<file path="config.mk">
export PLATFORM = sky130hd
export DESIGN_NAME = ascond_top
export DESIGN_NICKNAME = d
export VERILOG_FILES = /design/src/ascond_pkg.sv /design/src/ascond_top.sv
export SDC_FILE = /design/constraint.sdc
export NUM_CORES = 1
export LEC_CHECK = 0
export ABC_AREA = 1
export BUFFER_PORTS_ARGS = -buffer_cell sky130_fd_sc_hd__buf_4
export CAP_MARGIN = 30
export CORE_MARGIN = 5
export CORE_UTILIZATION = 39
export CTS_BUF_LIST = sky130_fd_sc_hd__clkbuf_4
export CTS_CLUSTER_DIAMETER = 60
export DETAILED_ROUTE_END_ITERATION = 8
export PLACE_DENSITY_LB_ADDON = 0.2
export SYNTH_ARGS = -nofsm -noshare
export SYNTH_HDL_FRONTEND = slang
export SYNTH_SLANG_ARGS = --single-unit
</file>
<file path="constraint.sdc">
create_clock -name CLK_SYS -period 7.6 [get_ports CLK_SYS]
set_clock_uncertainty 0.1 [all_clocks]
set_input_delay 1.52 -clock CLK_SYS [delete_from_list [all_inputs] [get_ports CLK_SYS]]
set_output_delay 1.52 -clock CLK_SYS [all_outputs]
set_load 0.02 [all_outputs]
</file>
<file path="src/ascond_pkg.sv">
// constants for the converter sample conditioning block
// assumes registers are written over the serial configuration port as address/data byte writes
// Operation
// - offset loop runs when enable bit set
// - enable is bit 6 at 0x53; zero disables
// - gain trim bits 7:4 at 0x55, 0.5 dB steps
// - gain trim resets to code 0000
// - loop constant bits 3:0 at 0x55, 256k doubling
// - pattern select bits 2:0 at 0x62
// - user pattern low 0x51, high 0x52
// - converged level is mid-code without pedestal
// - signed pedestal bits 5:0 at 0x63 added
package ascond_pkg;
    localparam logic [7:0] ADDR_USER_LOW   = 8'h51;   // user pattern low byte
    localparam logic [7:0] ADDR_USER_HIGH  = 8'h52;   // user pattern high six bits
    localparam logic [7:0] ADDR_OFFSET_EN  = 8'h53;   // offset correction enable
    localparam logic [7:0] ADDR_GAIN_LOOP  = 8'h55;   // gain_and_loop_constant
    localparam logic [7:0] ADDR_PAT_SEL    = 8'h62;   // output_pattern_select
    localparam logic [7:0] ADDR_LVL_SHIFT  = 8'h63;   // convergence_level_shift
    localparam int         OFFSET_EN_BIT   = 6;       // enable bit position
    localparam int         GAIN_LSB        = 4;       // gain trim field low bit
    localparam logic [3:0] GAIN_RESET      = 4'h0;    // no added gain after reset
    localparam logic [3:0] GAIN_MAX_CODE   = 4'hc;    // 6 dB
    localparam logic [3:0] TC_MAX_CODE     = 4'hb;    // 512M cycles
    localparam int         TC_BASE_LOG2    = 18;      // 256k cycles = 2^18
    localparam logic [2:0] PAT_NORMAL      = 3'h0;    // converter data
    localparam logic [2:0] PAT_ZEROS       = 3'h1;    // all zeros
    localparam logic [2:0] PAT_ONES        = 3'h2;    // all ones
    localparam logic [2:0] PAT_TOGGLE      = 3'h3;    // toggle pattern
    localparam logic [2:0] PAT_RAMP        = 3'h4;    // digital ramp
    localparam logic [2:0] PAT_USER        = 3'h5;    // user pattern
    localparam logic [13:0] TOGGLE_WORD    = 14'h2aaa; // first toggle word
    localparam int         ACC_FRAC        = 30;      // fraction bits of offset estimate
endpackage

</file>
<file path="src/ascond_top.sv">
// converter sample conditioning: offset loop, fine gain, test patterns
// assumes samples arrive offset binary, one per CLK_SYS, and config writes are single-cycle strobes
`timescale 1ns/100ps
module ascond_top import ascond_pkg::*; #(
    parameter int DW = 14                    // sample width
) (
    input  wire logic          CLK_SYS,      // sample clock
    input  wire logic          RESETN,       // configuration reset, active low
    input  wire logic          CFG_WR,       // register write strobe
    input  wire logic [7:0]    CFG_ADDR,     // register address
    input  wire logic [7:0]    CFG_WDATA,    // register write data
    output logic      [7:0]    CFG_RDATA,    // read data for CFG_ADDR
    input  wire logic [DW-1:0] ADC_DATA,     // raw converter sample
    output logic      [DW-1:0] DOUT          // conditioned output word
);
    ////////////////////////////////////////////////////////////////////////////
    // configuration registers
    logic [7:0]    user_low_reg;             // user pattern low byte
    logic [5:0]    user_high_reg;            // user pattern high bits
    logic          ofs_en_reg;               // offset loop enable
    logic          ofs_run_reg;              // loop was enabled last cycle, estimate seeded
    logic [3:0]    gain_reg;                 // fine gain code
    logic [3:0]    tc_reg;                   // loop time constant code
    logic [2:0]    pat_reg;                  // pattern select
    logic [5:0]    shift_reg;                // signed pedestal
    logic [DW-1:0] gen_reg;                  // ramp/toggle generator
    logic signed [DW+ACC_FRAC+1:0] acc_reg;  // offset estimate, fixed point
    logic [DW-1:0] dout_reg;                 // output register
    logic [7:0]    rdata_reg;                // read data register

    // register writes; reserved loop codes are stored but clamped in use
    always_ff @(posedge CLK_SYS or negedge RESETN) begin
        if (!RESETN) begin
            user_low_reg  <= 8'h00;
            user_high_reg <= 6'h00;
            ofs_en_reg    <= 1'b0;
            gain_reg      <= GAIN_RESET;
            tc_reg        <= 4'h0;
            pat_reg       <= PAT_NORMAL;
            shift_reg     <= 6'h00;
        end else if (CFG_WR) begin
            case (CFG_ADDR)
                ADDR_USER_LOW:  user_low_reg  <= CFG_WDATA;
                ADDR_USER_HIGH: user_high_reg <= CFG_WDATA[5:0];
                ADDR_OFFSET_EN: ofs_en_reg    <= CFG_WDATA[OFFSET_EN_BIT];
                ADDR_GAIN_LOOP: begin
                    gain_reg <= CFG_WDATA[GAIN_LSB+:4];
                    tc_reg   <= CFG_WDATA[3:0];
                end
                ADDR_PAT_SEL:   pat_reg   <= CFG_WDATA[2:0];
                ADDR_LVL_SHIFT: shift_reg <= CFG_WDATA[5:0];
                default: ;
            endcase
        end
    end

    // read back decode
    wire [7:0] rd_mux = (CFG_ADDR == ADDR_USER_LOW)  ? user_low_reg :
                        (CFG_ADDR == ADDR_USER_HIGH) ? {2'b00, user_high_reg} :
                        (CFG_ADDR == ADDR_OFFSET_EN) ? {1'b0, ofs_en_reg, 6'h00} :
                        (CFG_ADDR == ADDR_GAIN_LOOP) ? {gain_reg, tc_reg} :
                        (CFG_ADDR == ADDR_PAT_SEL)   ? {5'h00, pat_reg} :
                        (CFG_ADDR == ADDR_LVL_SHIFT) ? {2'b00, shift_reg} : 8'h00;

    ////////////////////////////////////////////////////////////////////////////
    // offset loop: first-order estimate of the input mean
    // shift = log2 of time constant; reserved codes clamp to the longest
    wire [3:0]  tc_eff  = (tc_reg > TC_MAX_CODE) ? TC_MAX_CODE : tc_reg;
    wire [5:0]  k_shift = 6'(TC_BASE_LOG2) + {2'b00, tc_eff};
    wire signed [DW+ACC_FRAC+1:0] x_fix =
        $signed({2'b00, ADC_DATA, {ACC_FRAC{1'b0}}});
    wire signed [DW+ACC_FRAC+1:0] err = x_fix - acc_reg;
    wire signed [DW+1:0] est = acc_reg[DW+ACC_FRAC+1:ACC_FRAC];   // integer part
    // mid-code as a signed value, the level the loop drives towards
    wire signed [DW+1:0] mid_code = $signed({2'b00, 1'b1, {(DW-1){1'b0}}});
    // target is mid-code plus signed pedestal
    wire signed [DW+1:0] target = mid_code + $signed({{(DW-4){shift_reg[5]}}, shift_reg});
    // enabled: remove the tracked mean and put the target in its place
    wire signed [DW+1:0] corr = ofs_en_reg ? $signed({2'b00, ADC_DATA}) - est + target
                                           : $signed({2'b00, ADC_DATA});

    // estimate update; the first enabled cycle seeds it with the sample so the
    // output starts near the target instead of settling over millions of cycles
    always_ff @(posedge CLK_SYS or negedge RESETN) begin
        if (!RESETN) begin
            acc_reg     <= '0;
            ofs_run_reg <= 1'b0;
        end else begin
            ofs_run_reg <= ofs_en_reg;
            if (!ofs_en_reg)
                acc_reg <= '0;
            else if (!ofs_run_reg)
                acc_reg <= x_fix;
            else
                acc_reg <= acc_reg + (err >>> k_shift);
        end
    end

    ////////////////////////////////////////////////////////////////////////////
    // fine gain: multiply by 10^(n*0.5/20) in Q1.10 (table indexed by code)
    function automatic logic [11:0] gain_q10(input logic [3:0] c);
        case (c)
            4'h0: gain_q10 = 12'h400;
            4'h1: gain_q10 = 12'h43d;
            4'h2: gain_q10 = 12'h47d;
            4'h3: gain_q10 = 12'h4c1;
            4'h4: gain_q10 = 12'h509;
            4'h5: gain_q10 = 12'h556;
            4'h6: gain_q10 = 12'h5a6;
            4'h7: gain_q10 = 12'h5fc;
            4'h8: gain_q10 = 12'h657;
            4'h9: gain_q10 = 12'h6b7;
            4'ha: gain_q10 = 12'h71d;
            4'hb: gain_q10 = 12'h789;
            default: gain_q10 = 12'h7fb;   // 6 dB, also for codes above
        endcase
    endfunction
    // gain acts about mid-code so the converged level is kept
    wire signed [DW+1:0] cen  = corr - mid_code;
    wire signed [DW+13:0] prod = cen * $signed({1'b0, gain_q10(gain_reg)});
    wire signed [DW+3:0]  mid  = $signed({4'h0, 1'b1, {(DW-1){1'b0}}});
    wire signed [DW+3:0]  lvl  = prod[DW+13:10] + mid;
    wire [DW-1:0] sat = lvl < 0 ? '0 : (lvl > $signed({4'h0, {DW{1'b1}}}) ? {DW{1'b1}} : lvl[DW-1:0]);

    ////////////////////////////////////////////////////////////////////////////
    // pattern generator and output select
    always_ff @(posedge CLK_SYS or negedge RESETN) begin
        if (!RESETN)
            gen_reg <= '0;
        else if (pat_reg == PAT_RAMP)
            gen_reg <= gen_reg + 1'b1;
        else if (pat_reg == PAT_TOGGLE)
            gen_reg <= (gen_reg == TOGGLE_WORD[DW-1:0]) ? ~TOGGLE_WORD[DW-1:0]
                                                        : TOGGLE_WORD[DW-1:0];
        else
            gen_reg <= '0;
    end

    wire [13:0] user_word = {user_high_reg, user_low_reg};
    wire [DW-1:0] sel = (pat_reg == PAT_ZEROS)  ? '0 :
                        (pat_reg == PAT_ONES)   ? {DW{1'b1}} :
                        (pat_reg == PAT_TOGGLE) ? gen_reg :
                        (pat_reg == PAT_RAMP)   ? gen_reg :
                        (pat_reg == PAT_USER)   ? user_word[DW-1:0] : sat;

    // output and read registers
    always_ff @(posedge CLK_SYS or negedge RESETN) begin
        if (!RESETN) begin
            dout_reg  <= '0;
            rdata_reg <= 8'h00;
        end else begin
            dout_reg  <= sel;
            rdata_reg <= rd_mux;
        end
    end
    assign DOUT      = dout_reg;
    assign CFG_RDATA = rdata_reg;

    ////////////////////////////////////////////////////////////////////////////
    // checks
    property p_gain_reset;
        @(posedge CLK_SYS) $rose(RESETN) |-> gain_reg == GAIN_RESET;
    endproperty
    a_gain_reset: assert property (p_gain_reset) else $error("gain not zero after reset");
    property p_zeros;
        @(posedge CLK_SYS) disable iff (!RESETN) pat_reg == PAT_ZEROS |=> dout_reg == '0;
    endproperty
    a_zeros: assert property (p_zeros) else $error("zeros pattern wrong");
    property p_ones;
        @(posedge CLK_SYS) disable iff (!RESETN) pat_reg == PAT_ONES |=> dout_reg == {DW{1'b1}};
    endproperty
    a_ones: assert property (p_ones) else $error("ones pattern wrong");
    property p_user;
        @(posedge CLK_SYS) disable iff (!RESETN) pat_reg == PAT_USER |=> dout_reg == $past(user_word[DW-1:0]);
    endproperty
    a_user: assert property (p_user) else $error("user pattern wrong");
    property p_ramp;
        @(posedge CLK_SYS) disable iff (!RESETN)
            pat_reg == PAT_RAMP [*3] |-> gen_reg == DW'($past(gen_reg) + 1'b1);
    endproperty
    a_ramp: assert property (p_ramp) else $error("ramp not incrementing");
    property p_toggle;
        @(posedge CLK_SYS) disable iff (!RESETN)
            pat_reg == PAT_TOGGLE [*3] |-> gen_reg == ~$past(gen_reg);
    endproperty
    a_toggle: assert property (p_toggle) else $error("toggle not alternating");
    property p_loop_off;
        @(posedge CLK_SYS) disable iff (!RESETN) !ofs_en_reg |=> acc_reg == '0;
    endproperty
    a_loop_off: assert property (p_loop_off) else $error("loop active while disabled");
    property p_en_write;
        @(posedge CLK_SYS) disable iff (!RESETN)
            CFG_WR && CFG_ADDR == ADDR_OFFSET_EN |=> ofs_en_reg == $past(CFG_WDATA[OFFSET_EN_BIT]);
    endproperty
    a_en_write: assert property (p_en_write) else $error("enable bit not stored");
    property p_pass;
        @(posedge CLK_SYS) disable iff (!RESETN)
            pat_reg == PAT_NORMAL && !ofs_en_reg && gain_reg == 4'h0 |=> dout_reg == $past(ADC_DATA);
    endproperty
    a_pass: assert property (p_pass) else $error("normal data not passed");
    // a write to the gain and loop register lands in the gain field
    property p_gain_write;
        @(posedge CLK_SYS) disable iff (!RESETN)
            CFG_WR && CFG_ADDR == ADDR_GAIN_LOOP |=> gain_reg == $past(CFG_WDATA[GAIN_LSB+:4]);
    endproperty
    a_gain_write: assert property (p_gain_write) else $error("gain trim not stored");
    // the same write lands in the loop constant field, reserved codes kept
    property p_tc_write;
        @(posedge CLK_SYS) disable iff (!RESETN)
            CFG_WR && CFG_ADDR == ADDR_GAIN_LOOP |=> tc_reg == $past(CFG_WDATA[3:0]);
    endproperty
    a_tc_write: assert property (p_tc_write) else $error("loop constant not stored");
    // pattern select follows its register write
    property p_pat_write;
        @(posedge CLK_SYS) disable iff (!RESETN)
            CFG_WR && CFG_ADDR == ADDR_PAT_SEL |=> pat_reg == $past(CFG_WDATA[2:0]);
    endproperty
    a_pat_write: assert property (p_pat_write) else $error("pattern select not stored");
    // pedestal follows its register write
    property p_shift_write;
        @(posedge CLK_SYS) disable iff (!RESETN)
            CFG_WR && CFG_ADDR == ADDR_LVL_SHIFT |=> shift_reg == $past(CFG_WDATA[5:0]);
    endproperty
    a_shift_write: assert property (p_shift_write) else $error("pedestal not stored");
    // first enabled cycle loads the estimate with the sample
    property p_seed;
        @(posedge CLK_SYS) disable iff (!RESETN)
            ofs_en_reg && !ofs_run_reg |=> acc_reg == $past(x_fix);
    endproperty
    a_seed: assert property (p_seed) else $error("offset estimate not seeded");
    // once the estimate equals the input the output sits at the target level
    property p_converged;
        @(posedge CLK_SYS) disable iff (!RESETN)
            ofs_en_reg && ofs_run_reg && pat_reg == PAT_NORMAL && gain_reg == GAIN_RESET
            && est == $signed({2'b00, ADC_DATA}) |=> dout_reg == $past(target[DW-1:0]);
    endproperty
    a_converged: assert property (p_converged) else $error("converged level wrong");
endmodule

</file>
==> Flow_metrics.wiki <==
{| class="wikitable"
! Metric !! Value
|-
| Port buffer count || 54
|-
| Post-synthesis to final-layout area growth || 22.63%
|-
| Count of yosys warnings during synthesis || 0
|-
| Critical Path Source Type || input port
|-
| Transition time at the pin with the least slew margin || between 900 and 1000 ps
|-
| Clock latency of the later-clocked register in the worst-skew pair || slightly below 600 ps
|-
| Net count reported at finish || approximately 3,500
|-
| Number of flip-flops in the largest register || 46
|-
| Area of the placeable core || between 40,000 and 50,000 µm²
|-
| Min setup slack post-route || -1277 ps
|-
| Number of buffers inserted during clock tree synthesis || 17
|-
| Static Leakage || 12.52 nW
|-
| Number of nets produced by synthesis || roughly 3,200
|-
| Detailed-route via count || a little under 20,000
|-
| Initial antenna violation count || 1
|-
| DRC Markers || 0
|-
| Largest net degree at the start of global routing || a little under 70
|-
| Worst slew margin relative to its limit || 33.56%
|-
| Routed wire length || between 60,000 and 70,000 µm
|-
| Iteration-0 DRC count of the detailed router || 1,603
|-
| Number of different library cells in the post-synthesis netlist || between 50 and 60
|-
| Tcrit/Tclk final || 116.8%
|-
| Area of the die || between 50,000 and 60,000 µm²
|-
| Global placer's final weighted congestion || roughly 0.96
|-
| Cell type with the highest aggregate area in the netlist || sky130_fd_sc_hd__fa_1
|-
| Proportion of netlist area held by the largest area contributor || approximately 17%
|-
| Unrepaired setup endpoints after global routing || yes
|-
| Flip-flop and latch count after synthesis || around 120
|-
| Vias per Instance || 5.171
|-
| Type of the worst min-delay path || flip-flop to flip-flop
|-
| Number of hold violations in the final report || 0
|-
| TritonCTS Sinks || around 120
|-
| Final Max Slew Viols || 0
|-
| Most area-consuming cells after synthesis || sky130_fd_sc_hd__fa_1, sky130_fd_sc_hd__dfrtp_1, sky130_fd_sc_hd__ha_1, sky130_fd_sc_hd__nand2_1, sky130_fd_sc_hd__inv_1
|-
| Count of TritonRoute iterations in the first routing pass || 5
|-
| Max clock buf depth || 2
|-
| Worst reg2reg setup slack || -820 ps
|-
| Library cell used as clock root buffer || sky130_fd_sc_hd__clkbuf_4
|-
| Type of the worst setup path || input port to flip-flop
|-
| Gate count of the mapped netlist || approximately 2,800
|-
| Worst Path Arrival || 9210 ps
|-
| DIE WIDTH || 232.3 µm
|-
| Worst IR Drop VDD || 0.4568 mV
|-
| Post-synthesis cell area || roughly 19,000 µm²
|-
| Top-level port count || 55
|-
| Cell type of the slowest stage on the worst timing path || sky130_fd_sc_hd__fa_1
|-
| Summed negative setup slack over all endpoints || -17,410 ps
|-
| Worst slack after detailed placement || -2078 ps
|-
| Final global-route overflow total || 0
|-
| HPWL after detailed placement || 55,950 µm
|-
| Proportion of layout cells with a drive suffix above 1 || between 10% and 20%
|-
| Post-place instance area || around 23,000 µm²
|-
| Crit Path Max Fanout || 7
|-
| Post-layout minimum cycle time || between 8000 and 9000 ps
|-
| Cell with the most instances on the worst path || sky130_fd_sc_hd__nand2_1
|-
| Violated checks || setup timing
|-
| Achievable clock frequency || 112.7 MHz
|-
| H-Tree Depth || 4
|-
| Fraction of the core area covered by cells at the end of the flow || about half
|-
| Critical Path Sink Type || flip-flop
|-
| Final std cell area, no fill || 23,650 µm²
|-
| Max-capacitance violation count || 0
|-
| Total power density per cell area || 359.0 nW/µm²
|-
| Via count of the first global-routing pass || approximately 20,000
|-
| Outcome || complete, but fails checks
|-
| Post-CTS Hold Fix Bufs || 0
|-
| DR WL/cell || ~17 µm
|-
| Required time worst endpoint || between 7000 and 8000 ps
|-
| Total number of placement rows || 81
|-
| GRT Total Usage || between 20 and 25%
|-
| Clock transition at path regs || 110 ps
|-
| Wire length of the first global-routing pass || around 110,000 µm
|-
| Synthesized area per cell || roughly 6.8 µm²
|-
| Final setup fails || 14
|-
| Die H || between 200 and 250 µm
|-
| CTS tree || built
|-
| Seq/Total Area, Yosys || around 15%
|-
| Maximum cell stage delay along the critical path || slightly below 600 ps
|-
| Detail Route Antenna Nets || 0
|-
| Effective utilization at floorplan || 39.39%
|}
==> per-layer routing <==
layer | vias up | global-route usage (%) | routed length (µm)
met1 | 9434 | 35.50 | 31450
met4 | 0 | 4.967 | 1282
met2 | 546 | 39.90 | 30550
met3 | 72 | 2.812 | 3427
met5 | - | 0 | 0
li1 | 9685 | - | -
==> Yosys cell counts, drive strengths merged <==
cell	number
a21boi	4
fa	159
xor2	37
nand4	23
nand3b	6
a31oi	28
or2	11
o2111ai	1
o221ai	4
a31o	1
and3	5
o211a	1
nor4	17
o22ai	4
o211ai	17
inv	550
nand2	609
a311oi	1
a21o	12
and2	2
a211o	1
clkbuf	43
nand3	216
nor3	43
nor2	292
o21a	18
o31ai	5
ha	174
o21ai	176
dlygate4sd1	4
o21bai	8
nor3b	3
xnor2	20
a22oi	1
dfrtp	115
buf	12
clkinv	7
a21oi	214
==> per-stage QoR <==
stage          total power (W)  hold slack, ps  instances
2_1_floorplan         0.004722           331.0       2844
3_3_place_gp          0.006925           392.4       3765
3_5_place_dp          0.006974           402.0       3768
4_1_cts               0.007866           429.9       3804
5_1_grt               0.009241           462.4       3817
6_report              0.008490           426.3       3817
==> power by group <==
| group | internal, W | total, W | switching (W) | leakage (nW) |
|---|---|---|---|---|
| logic | 0.00322 | 0.00729 | 0.00407 | 10.8 |
| clock network | 0.000192 | 0.000474 | 0.000282 | 0.145 |
| registers | 0.000688 | 0.000730 | 0.0000418 | 1.54 |
| total | 0.00410 | 0.00849 | 0.00439 | 12.5 |
==> repair_timing <==
item | 4_1_cts | 5_1_grt
endpoints found under the setup margin | 14 | 14
pin swaps | 29 | 70
resized for setup | 46 | 108
setup buffers | 5 | 12
cloned | 1 | 0
==> final timing paths <==
kind	startpoint	end	cells past startpoint
worst min register to register	user_high_reg[2]	user_high_reg[2]	2
worst max-delay path	ADC_DATA[1]	DOUT[0]	48
worst min-delay path	user_high_reg[2]	user_high_reg[2]	2
min in group asynchronous	RESETN	CFG_RDATA[2]	1
worst max register to register	shift_reg[1]	DOUT[0]	47
max in group asynchronous	RESETN	tc_reg[1]	2
==> cell type report <==
cell class / instances / area, µm²
diodes: 1 / 2.502
clock buffers: 17 / 127.6
clock inverters: 14 / 137.6
fillers: 4947 / 25310
inverters: 557 / 2107
multi-input cells: 2114 / 14970
flip-flops and latches: 115 / 2878
well taps: 664 / 830.8
repair buffers: 335 / 2590
==> critical path, delay by kind of cell <==
kind | cells | cell delay (ps)
XOR/XNOR | 1 | 150
AND/OR/NAND/NOR | 22 | 2110
adder cells (fa/ha/maj) | 11 | 4090
buffers and inverters | 7 | 530
AO/OA/AOI/OAI | 7 | 820
==> cell families after synthesis <==
group | synth area share (%)
xor gates and xnor gates | 2.589
and+or+nand+nor | 27.83
buffers and inverters | 12.39
AOI/OAI and AO/OA | 14.46
DFF | 14.93
adders and majority gates | 27.80
==> cell usage in the layout (no fill, tap or decap), drive strengths merged, types with 2 or more instances in the layout <==
| cell | Yosys | layout |
|---|---|---|
| nand2 | 609 | 610 |
| inv | 550 | 553 |
| buf | 12 | 335 |
| nor2 | 292 | 292 |
| nand3 | 216 | 216 |
| a21oi | 214 | 214 |
| o21ai | 176 | 176 |
| ha | 174 | 174 |
| fa | 159 | 159 |
| dfrtp | 115 | 115 |
| nor3 | 43 | 43 |
| xor2 | 37 | 37 |
| a31oi | 28 | 28 |
| nand4 | 23 | 23 |
| xnor2 | 20 | 20 |
| o21a | 18 | 18 |
| o211ai | 17 | 17 |
| clkbuf | 43 | 17 |
| nor4 | 17 | 17 |
| clkinv | 7 | 15 |
| a21o | 12 | 12 |
| or2 | 11 | 11 |
| o21bai | 8 | 8 |
| nand3b | 6 | 6 |
| o31ai | 5 | 5 |
| and3 | 5 | 5 |
| o221ai | 4 | 4 |
| a21boi | 4 | 4 |
| o22ai | 4 | 4 |
| nor3b | 3 | 3 |
| bufinv | 0 | 2 |
| and2 | 2 | 2 |
No activity file was read; power rests on OpenSTA's default activity.
